==> config.mk <==
export PLATFORM = sky130hd
export DESIGN_NAME = stc_command_core
export DESIGN_NICKNAME = d
export VERILOG_FILES = /design/src/logic/stc_pkg.sv /design/src/logic/stc_hold_timer.sv /design/src/logic/stc_command_core.sv
export SDC_FILE = /design/constraint.sdc
export NUM_CORES = 1
export LEC_CHECK = 0
export ABC_AREA = 1
export BUFFER_PORTS_ARGS = -buffer_cell sky130_fd_sc_hd__buf_2
export CAP_MARGIN = 30
export CORE_MARGIN = 10
export CORE_UTILIZATION = 58
export DETAILED_ROUTE_END_ITERATION = 10
export PLACE_DENSITY = 0.77
export SETUP_SLACK_MARGIN = 0.2
export SLEW_MARGIN = 30
export SYNTH_ARGS = -nofsm -noshare
export SYNTH_HDL_FRONTEND = slang
export SYNTH_SLANG_ARGS = --single-unit
export TNS_END_PERCENT = 5
==> constraint.sdc <==
create_clock -name ref_clk -period 1.8 [get_ports ref_clk]
set_input_delay 0.09 -clock ref_clk [delete_from_list [all_inputs] [get_ports ref_clk]]
set_output_delay 0.09 -clock ref_clk [all_outputs]
set_load 0.02 [all_outputs]
==> src/logic/stc_pkg.sv <==
// constants and types shared by the common command handler
package stc_pkg;

  // command codes on the command port
  localparam logic [2:0] STC_CMD_STB_QUERY = 3'h0;
  localparam logic [2:0] STC_CMD_SRE_SET = 3'h1;
  localparam logic [2:0] STC_CMD_SRE_QUERY = 3'h2;
  localparam logic [2:0] STC_CMD_TRIGGER = 3'h3;
  localparam logic [2:0] STC_CMD_TEST_QUERY = 3'h4;
  localparam logic [2:0] STC_CMD_WAIT = 3'h5;
  localparam logic [2:0] STC_CMD_MODE_SET = 3'h6;
  localparam logic [2:0] STC_CMD_EXT_SET = 3'h7;

  // status byte field positions
  localparam int STC_STB_DEV_BIT = 0;
  localparam int STC_STB_MAV_BIT = 4;
  localparam int STC_STB_ESB_BIT = 5;
  localparam int STC_STB_MSS_BIT = 6;

  // values after reset
  localparam logic [7:0] STC_SRE_RESET = 8'h00;
  localparam logic STC_EXT_EN_RESET = 1'b0;

  // self-test result range
  localparam logic [9:0] STC_TEST_MAX = 10'h291;
  localparam logic [9:0] STC_TEST_PASS = 10'h000;

  // wait-to-continue hold time
  localparam int STC_CLK_HZ = 40000000;
  localparam int STC_WAIT_MS = 2000;
  localparam int STC_WAIT_CYCLES = STC_CLK_HZ / 1000 * STC_WAIT_MS;
  localparam int STC_CNT_W = 27;

  // operating modes
  typedef enum logic [2:0] {
    STC_MODE_AUTO = 3'h0,
    STC_MODE_TRIG = 3'h1,
    STC_MODE_GATE = 3'h2,
    STC_MODE_BURST = 3'h3,
    STC_MODE_EXTERNAL_WIDTH = 3'h4
  } stc_mode_type;

  // controller states, one-hot
  typedef enum logic [2:0] {
    STC_ST_IDLE = 3'b001,
    STC_ST_TEST = 3'b010,
    STC_ST_HOLD = 3'b100
  } stc_state_type;

endpackage : stc_pkg

==> src/logic/stc_hold_timer.sv <==
// down counter that times the wait-to-continue hold
`timescale 1ns/1ps
module stc_hold_timer #(
  parameter int CNT_W = 27,
  parameter logic [26:0] LOAD_VALUE = 27'h4C4B400
) (
  // clock and reset
  input wire logic ref_clk,
  input wire logic reset,
  // control
  input wire logic start,
  // status
  output logic expired
);

  // remaining cycles
  logic [CNT_W-1:0] count_q;
  logic running_q;

  // load on start, count to one, then flag expiry
  always_ff @(posedge ref_clk) begin
    if (reset) begin
      count_q <= '0;
      running_q <= 1'b0;
      expired <= 1'b0;
    end else if (start) begin
      count_q <= LOAD_VALUE[CNT_W-1:0];
      running_q <= 1'b1;
      expired <= 1'b0;
    end else if (running_q) begin
      // last cycle of the hold
      if (count_q <= {{(CNT_W-1){1'b0}}, 1'b1}) begin
        running_q <= 1'b0;
        expired <= 1'b1;
      end else begin
        count_q <= count_q - {{(CNT_W-1){1'b0}}, 1'b1};
        expired <= 1'b0;
      end
    end else begin
      expired <= 1'b0;
    end
  end

endmodule : stc_hold_timer

==> src/logic/stc_command_core.sv <==
// status byte, trigger, self-test and wait handling of common commands
// Operation
// - status query returns eight-bit status byte
// - bits 6,5,4,0 carry summaries; others zero
// - software trigger acts as group execute trigger
// - trigger or burst mode fires one event
// - software trigger turns external trigger enable off
// - self-test query runs test, queues result
// - self-test result 0 to 657, zero passes
// - no commands accepted while self-test runs
// - setting restored after self-test completes
// - wait command holds execution two seconds
// - pending operations finish during the hold
// - enable register bits gate matching status bits
// - triggered mode fires per external or software trigger
`timescale 1ns/1ps
module stc_command_core #(
  parameter int WAIT_CYCLES = stc_pkg::STC_WAIT_CYCLES
) (
  // clock and reset
  input wire logic ref_clk,
  input wire logic reset,
  // command port
  input wire logic cmd_valid,
  input wire logic [2:0] cmd_code,
  input wire logic [7:0] cmd_arg,
  output logic cmd_ready,
  // response into the output queue
  output logic resp_valid,
  output logic [9:0] resp_data,
  // bus trigger message and external trigger input
  input wire logic bus_trigger,
  input wire logic ext_trigger,
  // status sources
  input wire logic event_summary,
  input wire logic message_available,
  input wire logic device_flag,
  // pending operations
  input wire logic ops_pending,
  output logic ops_flush,
  // self-test engine
  output logic test_start,
  input wire logic test_done,
  input wire logic [9:0] test_code,
  // trigger and setting outputs
  output logic trigger_event,
  output logic ext_trigger_enable,
  output logic [2:0] operating_mode,
  output logic service_request
);
  import stc_pkg::*;

  // whole state of the handler
  typedef struct packed {
    // controller state
    stc_state_type state;
    // settings seen by the host
    logic [7:0] sre;
    logic ext_en;
    stc_mode_type mode;
    // setting parked while the self-test runs
    logic saved_ext_en;
    stc_mode_type saved_mode;
    // registered outputs
    logic ready;
    logic resp_valid;
    logic [9:0] resp_data;
    logic test_start;
    logic trig;
    logic flush;
    logic srq;
    // hold bookkeeping: timer ran out before work drained
    logic timer_seen;
  } stc_regs_type;

  // current and next state
  stc_regs_type regs_q;
  stc_regs_type regs_d;

  // hold timer control and status
  logic timer_start;
  logic timer_expired;
  // composed status byte
  logic [7:0] status_byte;
  logic [7:0] status_low;
  logic summary;
  logic take;
  logic sw_trig;
  logic trig_mode;

  // load value cut to the counter width on purpose; the two-second
  // figure at this clock fits 27 bits with room to spare
  localparam logic [26:0] STC_TIMER_LOAD = 27'(WAIT_CYCLES);

  // hold timer for the wait command
  // the counter is the only wide register, kept in its own module
  stc_hold_timer #(
    .CNT_W(STC_CNT_W),
    .LOAD_VALUE(STC_TIMER_LOAD)
  ) u_hold_timer (
    .ref_clk(ref_clk),
    .reset(reset),
    .start(timer_start),
    .expired(timer_expired)
  );

  // status byte assembly
  always_comb begin
    // unused bits 7, 3, 2 and 1 stay zero from here on
    status_low = 8'h00;
    // device flag, message available, event summary
    status_low[STC_STB_DEV_BIT] = device_flag;
    status_low[STC_STB_MAV_BIT] = message_available;
    status_low[STC_STB_ESB_BIT] = event_summary;
    // enabled bits form the master summary
    summary = |(status_low & regs_q.sre);
    status_byte = status_low;
    status_byte[STC_STB_MSS_BIT] = summary;
  end

  // command acceptance only while ready
  // ready is registered, so it drops only the cycle after a test or
  // wait command is taken; a refused command is not queued
  assign take = cmd_valid & regs_q.ready;
  // software trigger or bus trigger message, same path
  // the bus message is ignored while busy, like a command
  assign sw_trig = (take & (cmd_code == STC_CMD_TRIGGER)) |
    (bus_trigger & regs_q.ready);
  // modes that answer a trigger event
  // auto, gate and external width ignore trigger events
  assign trig_mode = (regs_q.mode == STC_MODE_TRIG) |
    (regs_q.mode == STC_MODE_BURST);
  // start the timer on an accepted wait command
  assign timer_start = take & (cmd_code == STC_CMD_WAIT);

  // next-state logic
  always_comb begin
    regs_d = regs_q;
    // pulses last one cycle unless set again below
    regs_d.resp_valid = 1'b0;
    regs_d.test_start = 1'b0;
    regs_d.trig = 1'b0;
    // summary lags status bit 6 by one register
    regs_d.srq = summary;
    // external trigger when enabled in a triggering mode
    // the external input stays live during test and hold
    if (regs_q.ext_en && ext_trigger && trig_mode) begin
      regs_d.trig = 1'b1;
    end
    // software trigger path
    // enable clears in every mode, the pulse only when triggering
    if (sw_trig) begin
      regs_d.trig = trig_mode;
      regs_d.ext_en = 1'b0;
    end
    case (regs_q.state)
      // waiting for commands
      STC_ST_IDLE: begin
        regs_d.ready = 1'b1;
        if (take) begin
          case (cmd_code)
            // status byte query
            STC_CMD_STB_QUERY: begin
              // two top bits of the reply word stay zero
              regs_d.resp_valid = 1'b1;
              regs_d.resp_data = {2'b00, status_byte};
            end
            // enable register write
            STC_CMD_SRE_SET: begin
              regs_d.sre = cmd_arg;
            end
            // enable register query
            STC_CMD_SRE_QUERY: begin
              regs_d.resp_valid = 1'b1;
              regs_d.resp_data = {2'b00, regs_q.sre};
            end
            // self-test: save setting, lock out commands
            STC_CMD_TEST_QUERY: begin
              regs_d.saved_ext_en = regs_q.ext_en;
              regs_d.saved_mode = regs_q.mode;
              regs_d.test_start = 1'b1;
              regs_d.ready = 1'b0;
              regs_d.state = STC_ST_TEST;
            end
            // wait: hold and flush pending work
            STC_CMD_WAIT: begin
              // the timer starts from the same take, outside this process
              regs_d.ready = 1'b0;
              regs_d.flush = 1'b1;
              regs_d.timer_seen = 1'b0;
              regs_d.state = STC_ST_HOLD;
            end
            // operating mode setting
            STC_CMD_MODE_SET: begin
              // codes above external width are ignored
              if (cmd_arg[2:0] <= 3'(STC_MODE_EXTERNAL_WIDTH)) begin
                regs_d.mode = stc_mode_type'(cmd_arg[2:0]);
              end
            end
            // external trigger enable setting
            STC_CMD_EXT_SET: begin
              // bit zero of the argument is the enable
              regs_d.ext_en = cmd_arg[0];
            end
            // software trigger handled above
            default: begin
              regs_d.ready = 1'b1;
            end
          endcase
        end
      end
      // self-test running, commands refused
      STC_ST_TEST: begin
        regs_d.ready = 1'b0;
        if (test_done) begin
          regs_d.resp_valid = 1'b1;
          // clamp out-of-range codes to the top failure code
          if (test_code > STC_TEST_MAX) begin
            regs_d.resp_data = STC_TEST_MAX;
          end else begin
            regs_d.resp_data = test_code;
          end
          // put back the setting active when the query was taken
          regs_d.ext_en = regs_q.saved_ext_en;
          regs_d.mode = regs_q.saved_mode;
          regs_d.ready = 1'b1;
          regs_d.state = STC_ST_IDLE;
        end
      end
      // wait hold: two seconds, then pending work must be done
      STC_ST_HOLD: begin
        regs_d.ready = 1'b0;
        // remember expiry, the timer flags it for one cycle only
        if (timer_expired) begin
          regs_d.timer_seen = 1'b1;
        end
        // release once time is up and nothing is pending
        if ((timer_expired || regs_q.timer_seen) && !ops_pending) begin
          regs_d.flush = 1'b0;
          regs_d.ready = 1'b1;
          regs_d.state = STC_ST_IDLE;
        end
      end
      // recover from an illegal code
      default: begin
        regs_d.state = STC_ST_IDLE;
        regs_d.ready = 1'b1;
        regs_d.flush = 1'b0;
      end
    endcase
  end

  // state register
  // synchronous reset; every field gets a constant
  always_ff @(posedge ref_clk) begin
    if (reset) begin
      // controller idle, settings at power-on values
      regs_q.state <= STC_ST_IDLE;
      regs_q.sre <= STC_SRE_RESET;
      regs_q.ext_en <= STC_EXT_EN_RESET;
      regs_q.mode <= STC_MODE_AUTO;
      // saved setting matches the live one
      regs_q.saved_ext_en <= STC_EXT_EN_RESET;
      regs_q.saved_mode <= STC_MODE_AUTO;
      // outputs quiet, commands refused until the next edge
      regs_q.ready <= 1'b0;
      regs_q.resp_valid <= 1'b0;
      regs_q.resp_data <= STC_TEST_PASS;
      regs_q.test_start <= 1'b0;
      regs_q.trig <= 1'b0;
      // no hold in progress
      regs_q.flush <= 1'b0;
      regs_q.srq <= 1'b0;
      regs_q.timer_seen <= 1'b0;
    end else begin
      regs_q <= regs_d;
    end
  end

  // outputs straight from the state register
  // command handshake
  assign cmd_ready = regs_q.ready;
  // reply pulse into the output queue
  assign resp_valid = regs_q.resp_valid;
  // reply word, held until the next reply
  assign resp_data = regs_q.resp_data;

  // one-cycle start pulse for the self-test engine
  assign test_start = regs_q.test_start;
  // one-cycle trigger pulse
  assign trigger_event = regs_q.trig;
  // asks pending operations to finish during the hold
  assign ops_flush = regs_q.flush;

  // live external trigger enable
  assign ext_trigger_enable = regs_q.ext_en;
  // live operating mode
  assign operating_mode = regs_q.mode;

  // master summary, one cycle behind status bit 6
  assign service_request = regs_q.srq;

endmodule : stc_command_core

==> metrics <==
status completed; setup TNS 0 ps; Worst-path clk slew 80 ps; clk buf depth 2; drt via density 5.46; ant diodes 0; Clk Latency, worst-skew pair 340 ps; fill count 553; Slew Limit Fails 0; Post-DP HPWL 7500 um; startpoint types flip-flop; initial antenna violation count 0; Yosys cell types 35; Post-Synthesis Cells 568; most frequent cell after synthesis nand2_1; Total Routing Usage GR 20.0%; predominant post-synthesis flop cell dfxtp_1; total CTS buffers 9; multiplexer share of the synthesized area 0%; Adder-Cell Fraction of Synth Area 0.669%; First DRT Iteration DRCs 188; Hold WS 27.2 ps; first-pass GRT wire length 16700 um; core area 0.00631 mm^2; CTS tree yes; number of synthesized flops with an enable pin 0; clock sinks 65; PortBufs 50; final hold violation count 0; Synth Area in Compound Gates 12.9%; pin count of the biggest net entering global routing 22; WL/cell 14.5 um; FF-to-FF path depth 9; Synth Area in XOR/XNOR 1.40%; GPL Wtd Cong 0.947; largest family of logic cells by synthesized area simple AND/OR/NAND/NOR gates; Synth Register Bits 65; Final min period 1600 ps; launching point of the worst reg2reg path u_hold_timer.count_q[14]; fraction of layout cells with a size suffix above 1 28.5%; Async SR Flop Fraction 0%; die width 100 um; Residual DRC 0; Critical Path AT 1860 ps; Area Growth Syn to Fin 19.7%; Nets 659; ranking of synthesized cells by area dfxtp_1 (35%), nand2_1 (13%), nor2_1 (8.6%), inv_1 (6.3%), nand3_1 (5.9%); critical path startpoint u_hold_timer.count_q[14]; RSZ-0062 raised after global routing true; Net Count, Synth 601; hold crit path type input port to flip-flop; Setup Crit Path Kind flip-flop to flip-flop; sequential area share after synthesis 34.8%; YS warnings 0; peak supply drop 0.506 mV; vias in the first global route 3696; area of the die 0.0101 mm^2; HP Start test_code[9]; max_cap viols 0; commonest cells in the netlist nand2_1 (129), nor2_1 (86), dfxtp_1 (65); Worst Path Required 2060 ps; Ports 51; simple-gate share of the synthesized area 37.8%; mapped cell area 0.00374 mm^2; Tcrit/Tclk final 88.8%; Worst Setup End Kind flip-flop; Post-CTS Hold Buffers 0; CTS Root Cell clkbuf_8; height of the die 100 um; post-route ant nets 0; post-synth top area share 34.8%; Worst Clk Skew 11.0 ps; hold depth 3; Relative slew margins 57.5%; Starting Density 59.3%; power per cell area 743 mW/mm^2; # setup viols final 0; total gr overflow 0; cell taking the most area after synthesis dfxtp_1; WL final 10300 um; Rows 29; CP max FO 19; leakage 2.16 nW; H-tree levels 3; Slew @ Worst Pin 637 ps; Achievable Freq 625 MHz; 1st-pass router iterations 5; via count 3863; mean area per synthesized cell 6.59 um^2
## critical path: stages, from the launching register on
cell and delay, ps:
dfxtp_2 360, nor2_1 180, nand2_1 130, nor2_4 130, nand3_2 110, nand3_4 150
inv_6 100, nor2_4 150, nand2_1 80, a21oi_1 130
## cells in the final DEF (no fill, tap or decap), types with 2 or more instances in the layout
cell type    n
a211oi_1     4
a21oi_1     34
a21oi_2      8
buf_2       50
buf_4       20
buf_6        4
clkbuf_8     9
clkinv_4     3
dfxtp_1     46
dfxtp_2     18
ha_4         2
inv_1       59
inv_2        7
inv_4        2
nand2_1    123
nand2_2     11
nand3_1     44
nand3_4      2
nand3b_1     5
nand4_1     10
nor2_1      67
nor2_2      19
nor2_4      13
nor3_1       7
nor3_2       2
nor4_1       8
o21ai_0     29
o21ai_1      4
xnor2_1      5
## path summary, 6_finish.rpt
| kind | end | slack [ps] |
|---|---|---|
| hold / removal | resp_data[9] | 30 |
| setup / recovery | u_hold_timer.count_q[15] | 200 |
| hold reg to reg | ops_flush | 470 |
| setup reg to reg | u_hold_timer.count_q[15] | 200 |
## layout make-up
type	instances	area, um^2	area share [%]
multi-input cells	407	2140	47.9
flip-flops and latches	65	1330	29.6
repair buffers	74	445	9.94
inverters	69	269	6.01
clock buffers	10	128	2.85
well taps	77	96.3	2.15
clock inverters	6	68.8	1.54
## power by group
part           total (mW)  internal, mW  switching [mW]
Sequential           1.49          1.47          0.0284
Clock                1.27         0.645           0.621
Combinational       0.567         0.208           0.359
## registers in the layout, summed over array words and instances (netlist names)
register	count
service_request	1
trigger_event	1
resp_valid	1
resp_data	10
u_hold_timer.expired	1
test_start	1
ext_trigger_enable	1
cmd_ready	1
ops_flush	1
operating_mode	3
u_hold_timer.count_q	27
u_hold_timer.running_q	1
regs_q	16
## layer usage
| metal | part of all wire [%] | routed length, um | up-vias | track usage, % |
|---|---|---|---|---|
| met5 | 0 | 0 | - | 0 |
| li1 | - | - | 1938 | - |
| met4 | 2.9 | 302 | 0 | 8.70 |
| met1 | 42 | 4270 | 1774 | 23.2 |
| met2 | 50 | 5100 | 131 | 34.1 |
| met3 | 5.6 | 578 | 20 | 4.67 |
## cell families after synthesis
| kind of cell | after synthesis |
|---|---|
| AOI/OAI and AO/OA | 85 |
| xor gates and xnor gates | 6 |
| buffers and inverters | 96 |
| and+or+nand+nor | 314 |
| adders and majority gates | 2 |
| DFF | 65 |
## stage by stage
step                cells  worst slack, ps  area (um^2)  utilization [%]  power (mW)
floorplan             568              208         3740                -        1.89
global placement      687              162         4030             63.8        2.04
detailed placement    687              114         4030             63.8        2.05
CTS                   704              165         4270             67.7        3.30
global route          708             78.3         4480             70.9        3.47
finish                708              201         4480             70.9        3.33
## repair_timing
action                                  CTS  global route
gates resized for setup                   8            70
setup buffers                             1             4
pin swaps                                 0            16
endpoints found under the setup margin   23            51
Power figures use the tool's default switching activity.
